File: config.mk
export PLATFORM = sky130hd
export DESIGN_NAME = eld_encoder_loss
export DESIGN_NICKNAME = d
export VERILOG_FILES = /design/src/eld_encoder_loss.v /design/src/eld_sos_check.v
export VERILOG_INCLUDE_DIRS = /design/src
export SDC_FILE = /design/constraint.sdc
export NUM_CORES = 2
export LEC_CHECK = 0
export BUFFER_PORTS_ARGS = -buffer_cell sky130_fd_sc_hd__buf_2
export CELL_PAD_IN_SITES_DETAIL_PLACEMENT = 1
export CELL_PAD_IN_SITES_GLOBAL_PLACEMENT = 1
export CORE_UTILIZATION = 30
export CTS_BUF_LIST = sky130_fd_sc_hd__clkbuf_16
export DETAILED_ROUTE_END_ITERATION = 10
export MAX_ROUTING_LAYER = met4
export PLACE_DENSITY = 0.64
export SYNTH_ARGS = -nofsm -noshare
export SYNTH_HDL_FRONTEND = slang
export SYNTH_SLANG_ARGS = --single-unit
File: constraint.sdc
create_clock -name aclk -period 13.08 [get_ports aclk]
set_input_delay 2.616 -clock aclk [delete_from_list [all_inputs] [get_ports aclk]]
set_output_delay 2.616 -clock aclk [all_outputs]
set_load 0.005 [all_outputs]
File: src/eld_defs.vh
`ifndef ELD_DEFS_VH
`define ELD_DEFS_VH
// Register byte offsets.
`define ELD_OFF_CTRL 8'h00
`define ELD_OFF_STATUS 8'h04
`define ELD_OFF_MASK 8'h08
`define ELD_OFF_TALLY 8'h0C
`define ELD_OFF_LIMIT 8'h10
`define ELD_OFF_NOMINAL 8'h14
`define ELD_OFF_TOL 8'h18
`define ELD_OFF_SAMPLE 8'h1C
// Control fields.
`define ELD_CTRL_STOP_EN 0
`define ELD_CTRL_QUAD_EN 1
`define ELD_CTRL_SIN_EN 2
`define ELD_CTRL_RESET 32'h0000_0002
// Status fields.
`define ELD_ST_QUAD 0
`define ELD_ST_SOS 1
`define ELD_ST_STOP 2
`define ELD_ST_W 3
// Reset values and field widths.
`define ELD_LIMIT_RESET 16'h0028
`define ELD_NOMINAL_RESET 32'h4000_0000
`define ELD_TOL_RESET 32'h0800_0000
`define ELD_TALLY_W 16
`define ELD_ADC_W 16
// AXI responses.
`define ELD_RESP_OKAY 2'h0
`define ELD_RESP_SLVERR 2'h2
`endif

File: src/eld_encoder_loss.v
`timescale 1ns/10ps
`include "eld_defs.vh"
module eld_encoder_loss (
  // Clock and reset
  input wire aclk,
  input wire aresetn,
  // AXI4-Lite write address
  input wire [7:0] s_axi_awaddr,
  input wire s_axi_awvalid,
  output wire s_axi_awready,
  // AXI4-Lite write data
  input wire [31:0] s_axi_wdata,
  input wire [3:0] s_axi_wstrb,
  input wire s_axi_wvalid,
  output wire s_axi_wready,
  // AXI4-Lite write response
  output reg [1:0] s_axi_bresp,
  output reg s_axi_bvalid,
  input wire s_axi_bready,
  // AXI4-Lite read address
  input wire [7:0] s_axi_araddr,
  input wire s_axi_arvalid,
  output wire s_axi_arready,
  // AXI4-Lite read data
  output reg [31:0] s_axi_rdata,
  output reg [1:0] s_axi_rresp,
  output reg s_axi_rvalid,
  input wire s_axi_rready,
  // Servo clock tick, one cycle per servo period
  input wire servo_tick,
  // Differential quadrature inputs
  input wire enc_a_p,
  input wire enc_a_n,
  input wire enc_b_p,
  input wire enc_b_n,
  // Sinusoidal converter samples, signed
  input wire [15:0] sin_adc,
  input wire [15:0] cos_adc,
  // Outputs
  output reg motor_stop,
  output wire irq
);
  // Software-visible control and window registers.
  reg [31:0] ctrl;
  reg [`ELD_ST_W-1:0] status;
  reg [`ELD_ST_W-1:0] mask;
  reg [15:0] loss_stop_threshold;
  reg [31:0] nominal;
  reg [31:0] tolerance;

  // Detection state, updated on servo ticks.
  reg [15:0] loss_event_tally;
  reg [15:0] next_loss_event_tally;
  reg quad_pair_fault_flag;
  reg amplitude_sum_fault_flag;

  // Converter samples held for the squaring stage.
  reg [15:0] sin_latch;
  reg [15:0] cos_latch;
  reg latch_strobe;

  // Write address and data wait here until both halves have arrived.
  reg [7:0] aw_addr;
  reg aw_held;
  reg [31:0] w_data;
  reg [3:0] w_strb;
  reg w_held;

  // Results of the sum-of-squares stage.
  wire sum_valid;
  wire sum_bad;
  wire [31:0] sum_of_squares;

  // Mask a word by byte strobes over an old value.
  function [31:0] apply_strb;
    input [31:0] old_v;
    input [31:0] new_v;
    input [3:0] strb;
    integer i;
    begin
      apply_strb = old_v;
      for (i = 0; i < 4; i = i + 1) begin
        if (strb[i]) begin
          apply_strb[i*8 +: 8] = new_v[i*8 +: 8];
        end
      end
    end
  endfunction

  // The stop condition is wanted both for the output and for its sticky event bit.
  function stop_due;
    input [31:0] ctrl_v;
    input [15:0] tally_v;
    input [15:0] limit_v;
    begin
      stop_due = ctrl_v[`ELD_CTRL_STOP_EN] && (tally_v > limit_v);
    end
  endfunction

  // A pair is lost when both lines read the same level.
  // The lines are taken as already synchronous to aclk, so no synchroniser sits here.
  // With single-ended wiring the complement floats, so software must leave detection off then.
  wire pair_lost = (enc_a_p == enc_a_n) || (enc_b_p == enc_b_n);
  wire quad_loss = ctrl[`ELD_CTRL_QUAD_EN] & pair_lost;
  wire sos_loss = ctrl[`ELD_CTRL_SIN_EN] & sum_valid & sum_bad;
  wire stop_now = stop_due(ctrl, loss_event_tally, loss_stop_threshold);

  // Converter samples are latched on the servo tick, then squared.
  // The latch keeps the sample steady while the squaring stage works on it.
  always @(posedge aclk) begin
    if (!aresetn) begin
      sin_latch <= 16'h0000;
      cos_latch <= 16'h0000;
      latch_strobe <= 1'b0;
    end else begin
      latch_strobe <= servo_tick;
      if (servo_tick) begin
        sin_latch <= sin_adc;
        cos_latch <= cos_adc;
      end
    end
  end

  // The squaring stage adds a register, so the sine flag trails the tick by three edges.
  eld_sos_check u_sos (
    .aclk(aclk),
    .aresetn(aresetn),
    .sample_strobe(latch_strobe),
    .sin_sample(sin_latch),
    .cos_sample(cos_latch),
    .nominal(nominal),
    .tolerance(tolerance),
    .sum_valid(sum_valid),
    .sum_bad(sum_bad),
    .sum_of_squares(sum_of_squares)
  );

  // Next tally: up on a lost pair, down otherwise, clamped at both ends.
  // Holding at all-ones keeps a long outage from wrapping round to a small count.
  always @* begin
    next_loss_event_tally = loss_event_tally;
    if (servo_tick) begin
      if (quad_loss) begin
        if (loss_event_tally != 16'hFFFF) begin
          next_loss_event_tally = loss_event_tally + 16'h0001;
        end
      end else if (loss_event_tally != 16'h0000) begin
        next_loss_event_tally = loss_event_tally - 16'h0001;
      end
    end
  end

  // Tally logic, evaluated once per servo period; the stop output is re-registered on every clock.
  always @(posedge aclk) begin
    if (!aresetn) begin
      loss_event_tally <= 16'h0000;
      quad_pair_fault_flag <= 1'b0;
      amplitude_sum_fault_flag <= 1'b0;
      motor_stop <= 1'b0;
    end else begin
      if (servo_tick) begin
        quad_pair_fault_flag <= quad_loss;
      end
      loss_event_tally <= next_loss_event_tally;
      if (sum_valid) begin
        amplitude_sum_fault_flag <= sos_loss;
      end
      // Stop is a level; it drops when the option is cleared or the tally falls back.
      motor_stop <= stop_now;
    end
  end

  // The write handshake accepts address and data in either order.
  // A held half blocks only its own channel, and a pending response blocks both.
  assign s_axi_awready = !aw_held && !s_axi_bvalid;
  assign s_axi_wready = !w_held && !s_axi_bvalid;
  assign s_axi_arready = !s_axi_rvalid;
  wire do_write = aw_held && w_held && !s_axi_bvalid;
  wire st_ev_quad = servo_tick && quad_loss;
  wire st_ev_stop = stop_now && !motor_stop;
  wire [`ELD_ST_W-1:0] st_set = {st_ev_stop, sos_loss, st_ev_quad};
  wire [`ELD_ST_W-1:0] st_clr = (do_write && aw_addr == `ELD_OFF_STATUS && w_strb[0]) ?
    w_data[`ELD_ST_W-1:0] : {`ELD_ST_W{1'b0}};
  // Only the low half of the threshold word is kept; the upper lanes read back as zero.
  wire [31:0] limit_word = apply_strb({16'h0000, loss_stop_threshold}, w_data, w_strb);

  // Sticky status; an event in the same cycle as its clear keeps the bit set.
  always @(posedge aclk) begin
    if (!aresetn) begin
      status <= {`ELD_ST_W{1'b0}};
    end else begin
      status <= (status & ~st_clr) | st_set;
    end
  end

  // Register writes and write response.
  always @(posedge aclk) begin
    if (!aresetn) begin
      aw_held <= 1'b0;
      w_held <= 1'b0;
      aw_addr <= 8'h00;
      w_data <= 32'h0000_0000;
      w_strb <= 4'h0;
      s_axi_bvalid <= 1'b0;
      s_axi_bresp <= `ELD_RESP_OKAY;
      ctrl <= `ELD_CTRL_RESET;
      mask <= {`ELD_ST_W{1'b0}};
      loss_stop_threshold <= `ELD_LIMIT_RESET;
      nominal <= `ELD_NOMINAL_RESET;
      tolerance <= `ELD_TOL_RESET;
    end else begin
      if (s_axi_awvalid && s_axi_awready) begin
        aw_held <= 1'b1;
        aw_addr <= s_axi_awaddr;
      end
      if (s_axi_wvalid && s_axi_wready) begin
        w_held <= 1'b1;
        w_data <= s_axi_wdata;
        w_strb <= s_axi_wstrb;
      end
      if (do_write) begin
        aw_held <= 1'b0;
        w_held <= 1'b0;
        s_axi_bvalid <= 1'b1;
        s_axi_bresp <= `ELD_RESP_OKAY;
        if (aw_addr == `ELD_OFF_CTRL) begin
          ctrl <= apply_strb(ctrl, w_data, w_strb) & 32'h0000_0007;
        end else if (aw_addr == `ELD_OFF_MASK) begin
          if (w_strb[0]) begin
            mask <= w_data[`ELD_ST_W-1:0];
          end
        end else if (aw_addr == `ELD_OFF_LIMIT) begin
          loss_stop_threshold <= limit_word[15:0];
        end else if (aw_addr == `ELD_OFF_NOMINAL) begin
          nominal <= apply_strb(nominal, w_data, w_strb);
        end else if (aw_addr == `ELD_OFF_TOL) begin
          tolerance <= apply_strb(tolerance, w_data, w_strb);
        end else if (aw_addr == `ELD_OFF_STATUS || aw_addr == `ELD_OFF_TALLY || aw_addr == `ELD_OFF_SAMPLE) begin
          // Status clears through st_clr; tally and sample writes are accepted and dropped.
          s_axi_bresp <= `ELD_RESP_OKAY;
        end else begin
          s_axi_bresp <= `ELD_RESP_SLVERR;
        end
      end else if (s_axi_bvalid && s_axi_bready) begin
        s_axi_bvalid <= 1'b0;
      end
    end
  end

  // Read data is registered; the answer follows the address by one cycle.
  always @(posedge aclk) begin
    if (!aresetn) begin
      s_axi_rvalid <= 1'b0;
      s_axi_rdata <= 32'h0000_0000;
      s_axi_rresp <= `ELD_RESP_OKAY;
    end else if (s_axi_arvalid && s_axi_arready) begin
      s_axi_rvalid <= 1'b1;
      s_axi_rresp <= `ELD_RESP_OKAY;
      // Status packs the sticky bits low and the live flags above them.
      if (s_axi_araddr == `ELD_OFF_CTRL) begin
        s_axi_rdata <= ctrl;
      end else if (s_axi_araddr == `ELD_OFF_STATUS) begin
        s_axi_rdata <= {27'h0000000, amplitude_sum_fault_flag, quad_pair_fault_flag, status};
      end else if (s_axi_araddr == `ELD_OFF_MASK) begin
        s_axi_rdata <= {29'h00000000, mask};
      end else if (s_axi_araddr == `ELD_OFF_TALLY) begin
        s_axi_rdata <= {15'h0000, motor_stop, loss_event_tally};
      end else if (s_axi_araddr == `ELD_OFF_LIMIT) begin
        s_axi_rdata <= {16'h0000, loss_stop_threshold};
      end else if (s_axi_araddr == `ELD_OFF_NOMINAL) begin
        s_axi_rdata <= nominal;
      end else if (s_axi_araddr == `ELD_OFF_TOL) begin
        s_axi_rdata <= tolerance;
      end else if (s_axi_araddr == `ELD_OFF_SAMPLE) begin
        s_axi_rdata <= sum_of_squares;
      end else begin
        s_axi_rdata <= 32'h0000_0000;
        s_axi_rresp <= `ELD_RESP_SLVERR;
      end
    end else if (s_axi_rvalid && s_axi_rready) begin
      s_axi_rvalid <= 1'b0;
    end
  end

  // Level interrupt while any unmasked sticky bit stands.
  // The mask gates only the output; status bits still latch while masked.
  assign irq = |(status & mask);
endmodule // eld_encoder_loss

File: src/eld_sos_check.v
`timescale 1ns/10ps
`include "eld_defs.vh"
// Sum of squares of signed sine and cosine samples, checked against a window.
module eld_sos_check (
  // Clock and reset
  input wire aclk,
  input wire aresetn,
  // Samples and strobe
  input wire sample_strobe,
  input wire [15:0] sin_sample,
  input wire [15:0] cos_sample,
  // Window
  input wire [31:0] nominal,
  input wire [31:0] tolerance,
  // Result
  output reg sum_valid,
  output reg sum_bad,
  output reg [31:0] sum_of_squares
);
  wire signed [15:0] s = sin_sample;
  wire signed [15:0] c = cos_sample;
  wire signed [31:0] s2 = s * s;
  wire signed [31:0] c2 = c * c;
  wire [32:0] sum = {1'b0, s2} + {1'b0, c2};
  wire [32:0] lo = {1'b0, nominal} - {1'b0, tolerance};
  wire [32:0] hi = {1'b0, nominal} + {1'b0, tolerance};
  // One register stage; the window is widened by a bit so nominal plus tolerance never wraps.
  always @(posedge aclk) begin
    if (!aresetn) begin
      sum_valid <= 1'b0;
      sum_bad <= 1'b0;
      sum_of_squares <= 32'h0000_0000;
    end else begin
      sum_valid <= sample_strobe;
      if (sample_strobe) begin
        sum_of_squares <= sum[31:0];
        // A tolerance above nominal borrows into bit 32; the lower bound is then zero.
        sum_bad <= (!lo[32] && (sum < lo)) || (sum > hi);
      end
    end
  end
endmodule // eld_sos_check

==> results.ini <==
[status]
status=complete, no violations

[floorplan]
start_util_pct=30.4
io_pins=139
die_y_um=346
dieArea_um2=120000
fp.dieW_um=346
core_um2=117000
rows=125

[place]
place.port_buffers=136
gp_congestion=0.859
dpl.hpwl_mm=85.0

[cells_and_area]
nFillCells=13800
drive_above_1_share_pct=6.40
nNetsFinal=5061
area_growth_pct=9.53

[detailed_routing]
route.detailed.drc=0
drtIter0Drc=1077
wire_per_inst_um=18.0
dr_total_vias=27300
drtAntennaViolNets=0
dr.pass1.iters=8
avgViaCountPerCell=4.80
drt_wl_total_mm=102

[grt]
grt_use_total_pct=17.9
grt_pass1_wl_mm=167
grt_max_degree=122
grt-ovfl-total=0
antenna_found_initial=3
first_global_vias=30000

[critical_path]
r2r_setup_slack_ns=2.98
cp.required_ns=13.56
end_kind=flop
critPathLaunchType=flop
arrival_ns=10.58
crit_end=u_sos.sum_bad
cpPeakStageDelay_ns=0.73
critical_path.most_common_cell=fa_1
critPathLaunch=sin_latch[3]
worst_path_max_delay_cell=dfxtp_1
cp_max_fo=16
reg2reg_to=u_sos.sum_bad
critPathKind=reg -> reg
ff2ff_path_depth=39
rr_startpoint=sin_latch[3]

[timing]
finalSetupViolCount=0
hold_viol=0
drv_slew=0
skew_ns=0.0381
relSlewSlack_pct=18.3
finalCritPeriodShare_pct=77.2
max_freq_mhz=99.0
holdWs_ns=0.480
fin_crit_ns=10.10
finalSetupTns_ns=0
grt_setup_unrepaired=no
worst_pin_slew_ns=1.22

[logic_synthesis]
synth.largest_area_cell=fa_1
yosys.area.top_type_share_pct=26.5
yosysSeqAreaShare_pct=14.5
synth-xor-area-share_pct=4.64
yosys_most_used_dff=dfxtp_1
muxShareOfSynthArea_pct=4.62
synth_most_common_cell=inv_1
yosysUniqueCellTypes=89
synth_edf_count=0
synth-seq-cells=257
yosysWarnings=0
synth_fa_ha_area_share_pct=39.3
synth_top_family_by_area=adder cells
synth_area_leaders=fa_1 (27%), dfxtp_1 (15%), ha_1 (13%)
avgSynthCellArea_um2=8.68
netlist_top_cells_count=inv_1 (798), fa_1 (470), nand2_1 (404), ha_1 (360), dfxtp_1 (257)
synth_compound_gate_area_share_pct=12.1
synth-simple-area-share_pct=14.7
asyncSetResetFlopFracSynth_pct=0
syn_area_um2=35400
syn_inst=4086

[clock_network]
post-cts-setup-buffers=0
hold_buffers=0
ctsRootBufferMaster=clkbuf_16
clk_pin_slew_worst_paths_ns=0.07
cts_resized=0
clkSinkCount=257
clk_latency_ns=0.59
tritoncts=built
cts_buffers=36
cts_buffer_depth=3
htree_levels=2

[flow_run]
max_cap_viol_count=0

[power_and_ir_drop]
power_density_nw_per_um2=128
irDropWorstVdd_mv=0.105
cellLeakagePower_uw=0.0189

[min_path]
hold_class=reg -> reg

[cell families after synthesis]
| kind of cell | after synthesis |
|---|---|
| buf+inv | 950 |
| mux | 153 |
| fa+ha+maj | 832 |
| other cells | 1 |
| compound gates | 637 |
| flops | 257 |
| xor+xnor | 187 |
| simple gates | 1069 |
[final cells by class]
| cell class | count | area (um^2) | share of cell area [%] |
|---|---|---|---|
| Timing Repair Buffer | 157 | 845 | 2.18 |
| Sequential cell | 257 | 5150 | 13.3 |
| Antenna cell | 3 | 7.51 | 0.0193 |
| Clock inverter | 26 | 282 | 0.725 |
| Multi-Input combinational cell | 2880 | 26700 | 68.8 |
| Inverter | 803 | 3010 | 7.76 |
| Tap cell | 1524 | 1910 | 4.91 |
| Clock buffer | 36 | 901 | 2.32 |
[cells in the final DEF, fill, tap and decap left out, drive strengths merged, types with 139 or more instances in the layout]
master / n
fa: 470
mux2i: 141
buf: 157
xnor2: 139
nand2: 404
inv: 806
nor2: 165
a21oi: 156
dfxtp: 257
ha: 360
nor2b: 180
[per-stage QoR]
| step | util [%] | std cells | setup slack, ns | total power [uW] | cell area [um^2] |
|---|---|---|---|---|---|
| 4_1_cts | 33.3 | 5683 | 2.88 | 5050 | 38800 |
| 2_1_floorplan | - | 4087 | 4.16 | 3050 | 35500 |
| 5_1_grt | 33.3 | 5685 | 2.31 | 5430 | 38800 |
| 3_5_place_dp | 32.3 | 5621 | 2.94 | 3990 | 37600 |
| 3_3_place_gp | 32.3 | 5621 | 3.08 | 3950 | 37600 |
| 6_report | 33.3 | 5686 | 2.98 | 4970 | 38800 |
[worst max-delay path, delay by kind of cell, from the launching register on]
kind | cells | cell delay [ns]
compound gates | 17 | 3.03
xor+xnor | 2 | 0.61
fa+ha+maj | 9 | 4.00
buf+inv | 5 | 0.57
flops | 1 | 0.73
simple gates | 6 | 1.04
[routing by layer]
layer | wire length [um] | GRT usage (%) | vias up | share of wire, %
met2 | 51100 | 31.0 | 280 | 50
li1 | - | - | 13100 | -
met4 | 1620 | 3.15 | 0 | 1.6
met1 | 47500 | 22.9 | 13800 | 46
met5 | 0 | - | - | 0
met3 | 2270 | 1.61 | 107 | 2.2
[power breakdown]
part | total, uW | internal (uW) | switching (uW)
registers | 913 | 834 | 78.5
clock network | 1000 | 569 | 432
logic | 3060 | 1220 | 1840
[registers in the layout, summed over array words and instances, names as in the netlist, 3 cells and up]
register	count
tolerance	32
w_data	32
nominal	32
sin_latch	16
s_axi_rdata	32
cos_latch	16
loss_stop_threshold	16
mask	3
loss_event_tally	16
status	3
aw_addr	8
ctrl	3
u_sos.sum_of_squares	32
w_strb	4
[worst min-delay path by stage]
stage	from	endpoint	slack (ns)	depth (start not counted)
CTS	aw_addr[7]	aw_addr[7]	0.48	2
global route	aw_addr[5]	aw_addr[5]	0.51	2
detailed placement	aw_addr[7]	aw_addr[7]	0.47	2
global placement	loss_stop_threshold[15]	loss_stop_threshold[15]	0.46	2
finish	aw_addr[7]	aw_addr[7]	0.48	2
floorplan	loss_stop_threshold[15]	loss_stop_threshold[15]	0.44	2
Power figures use the tool's default switching activity.
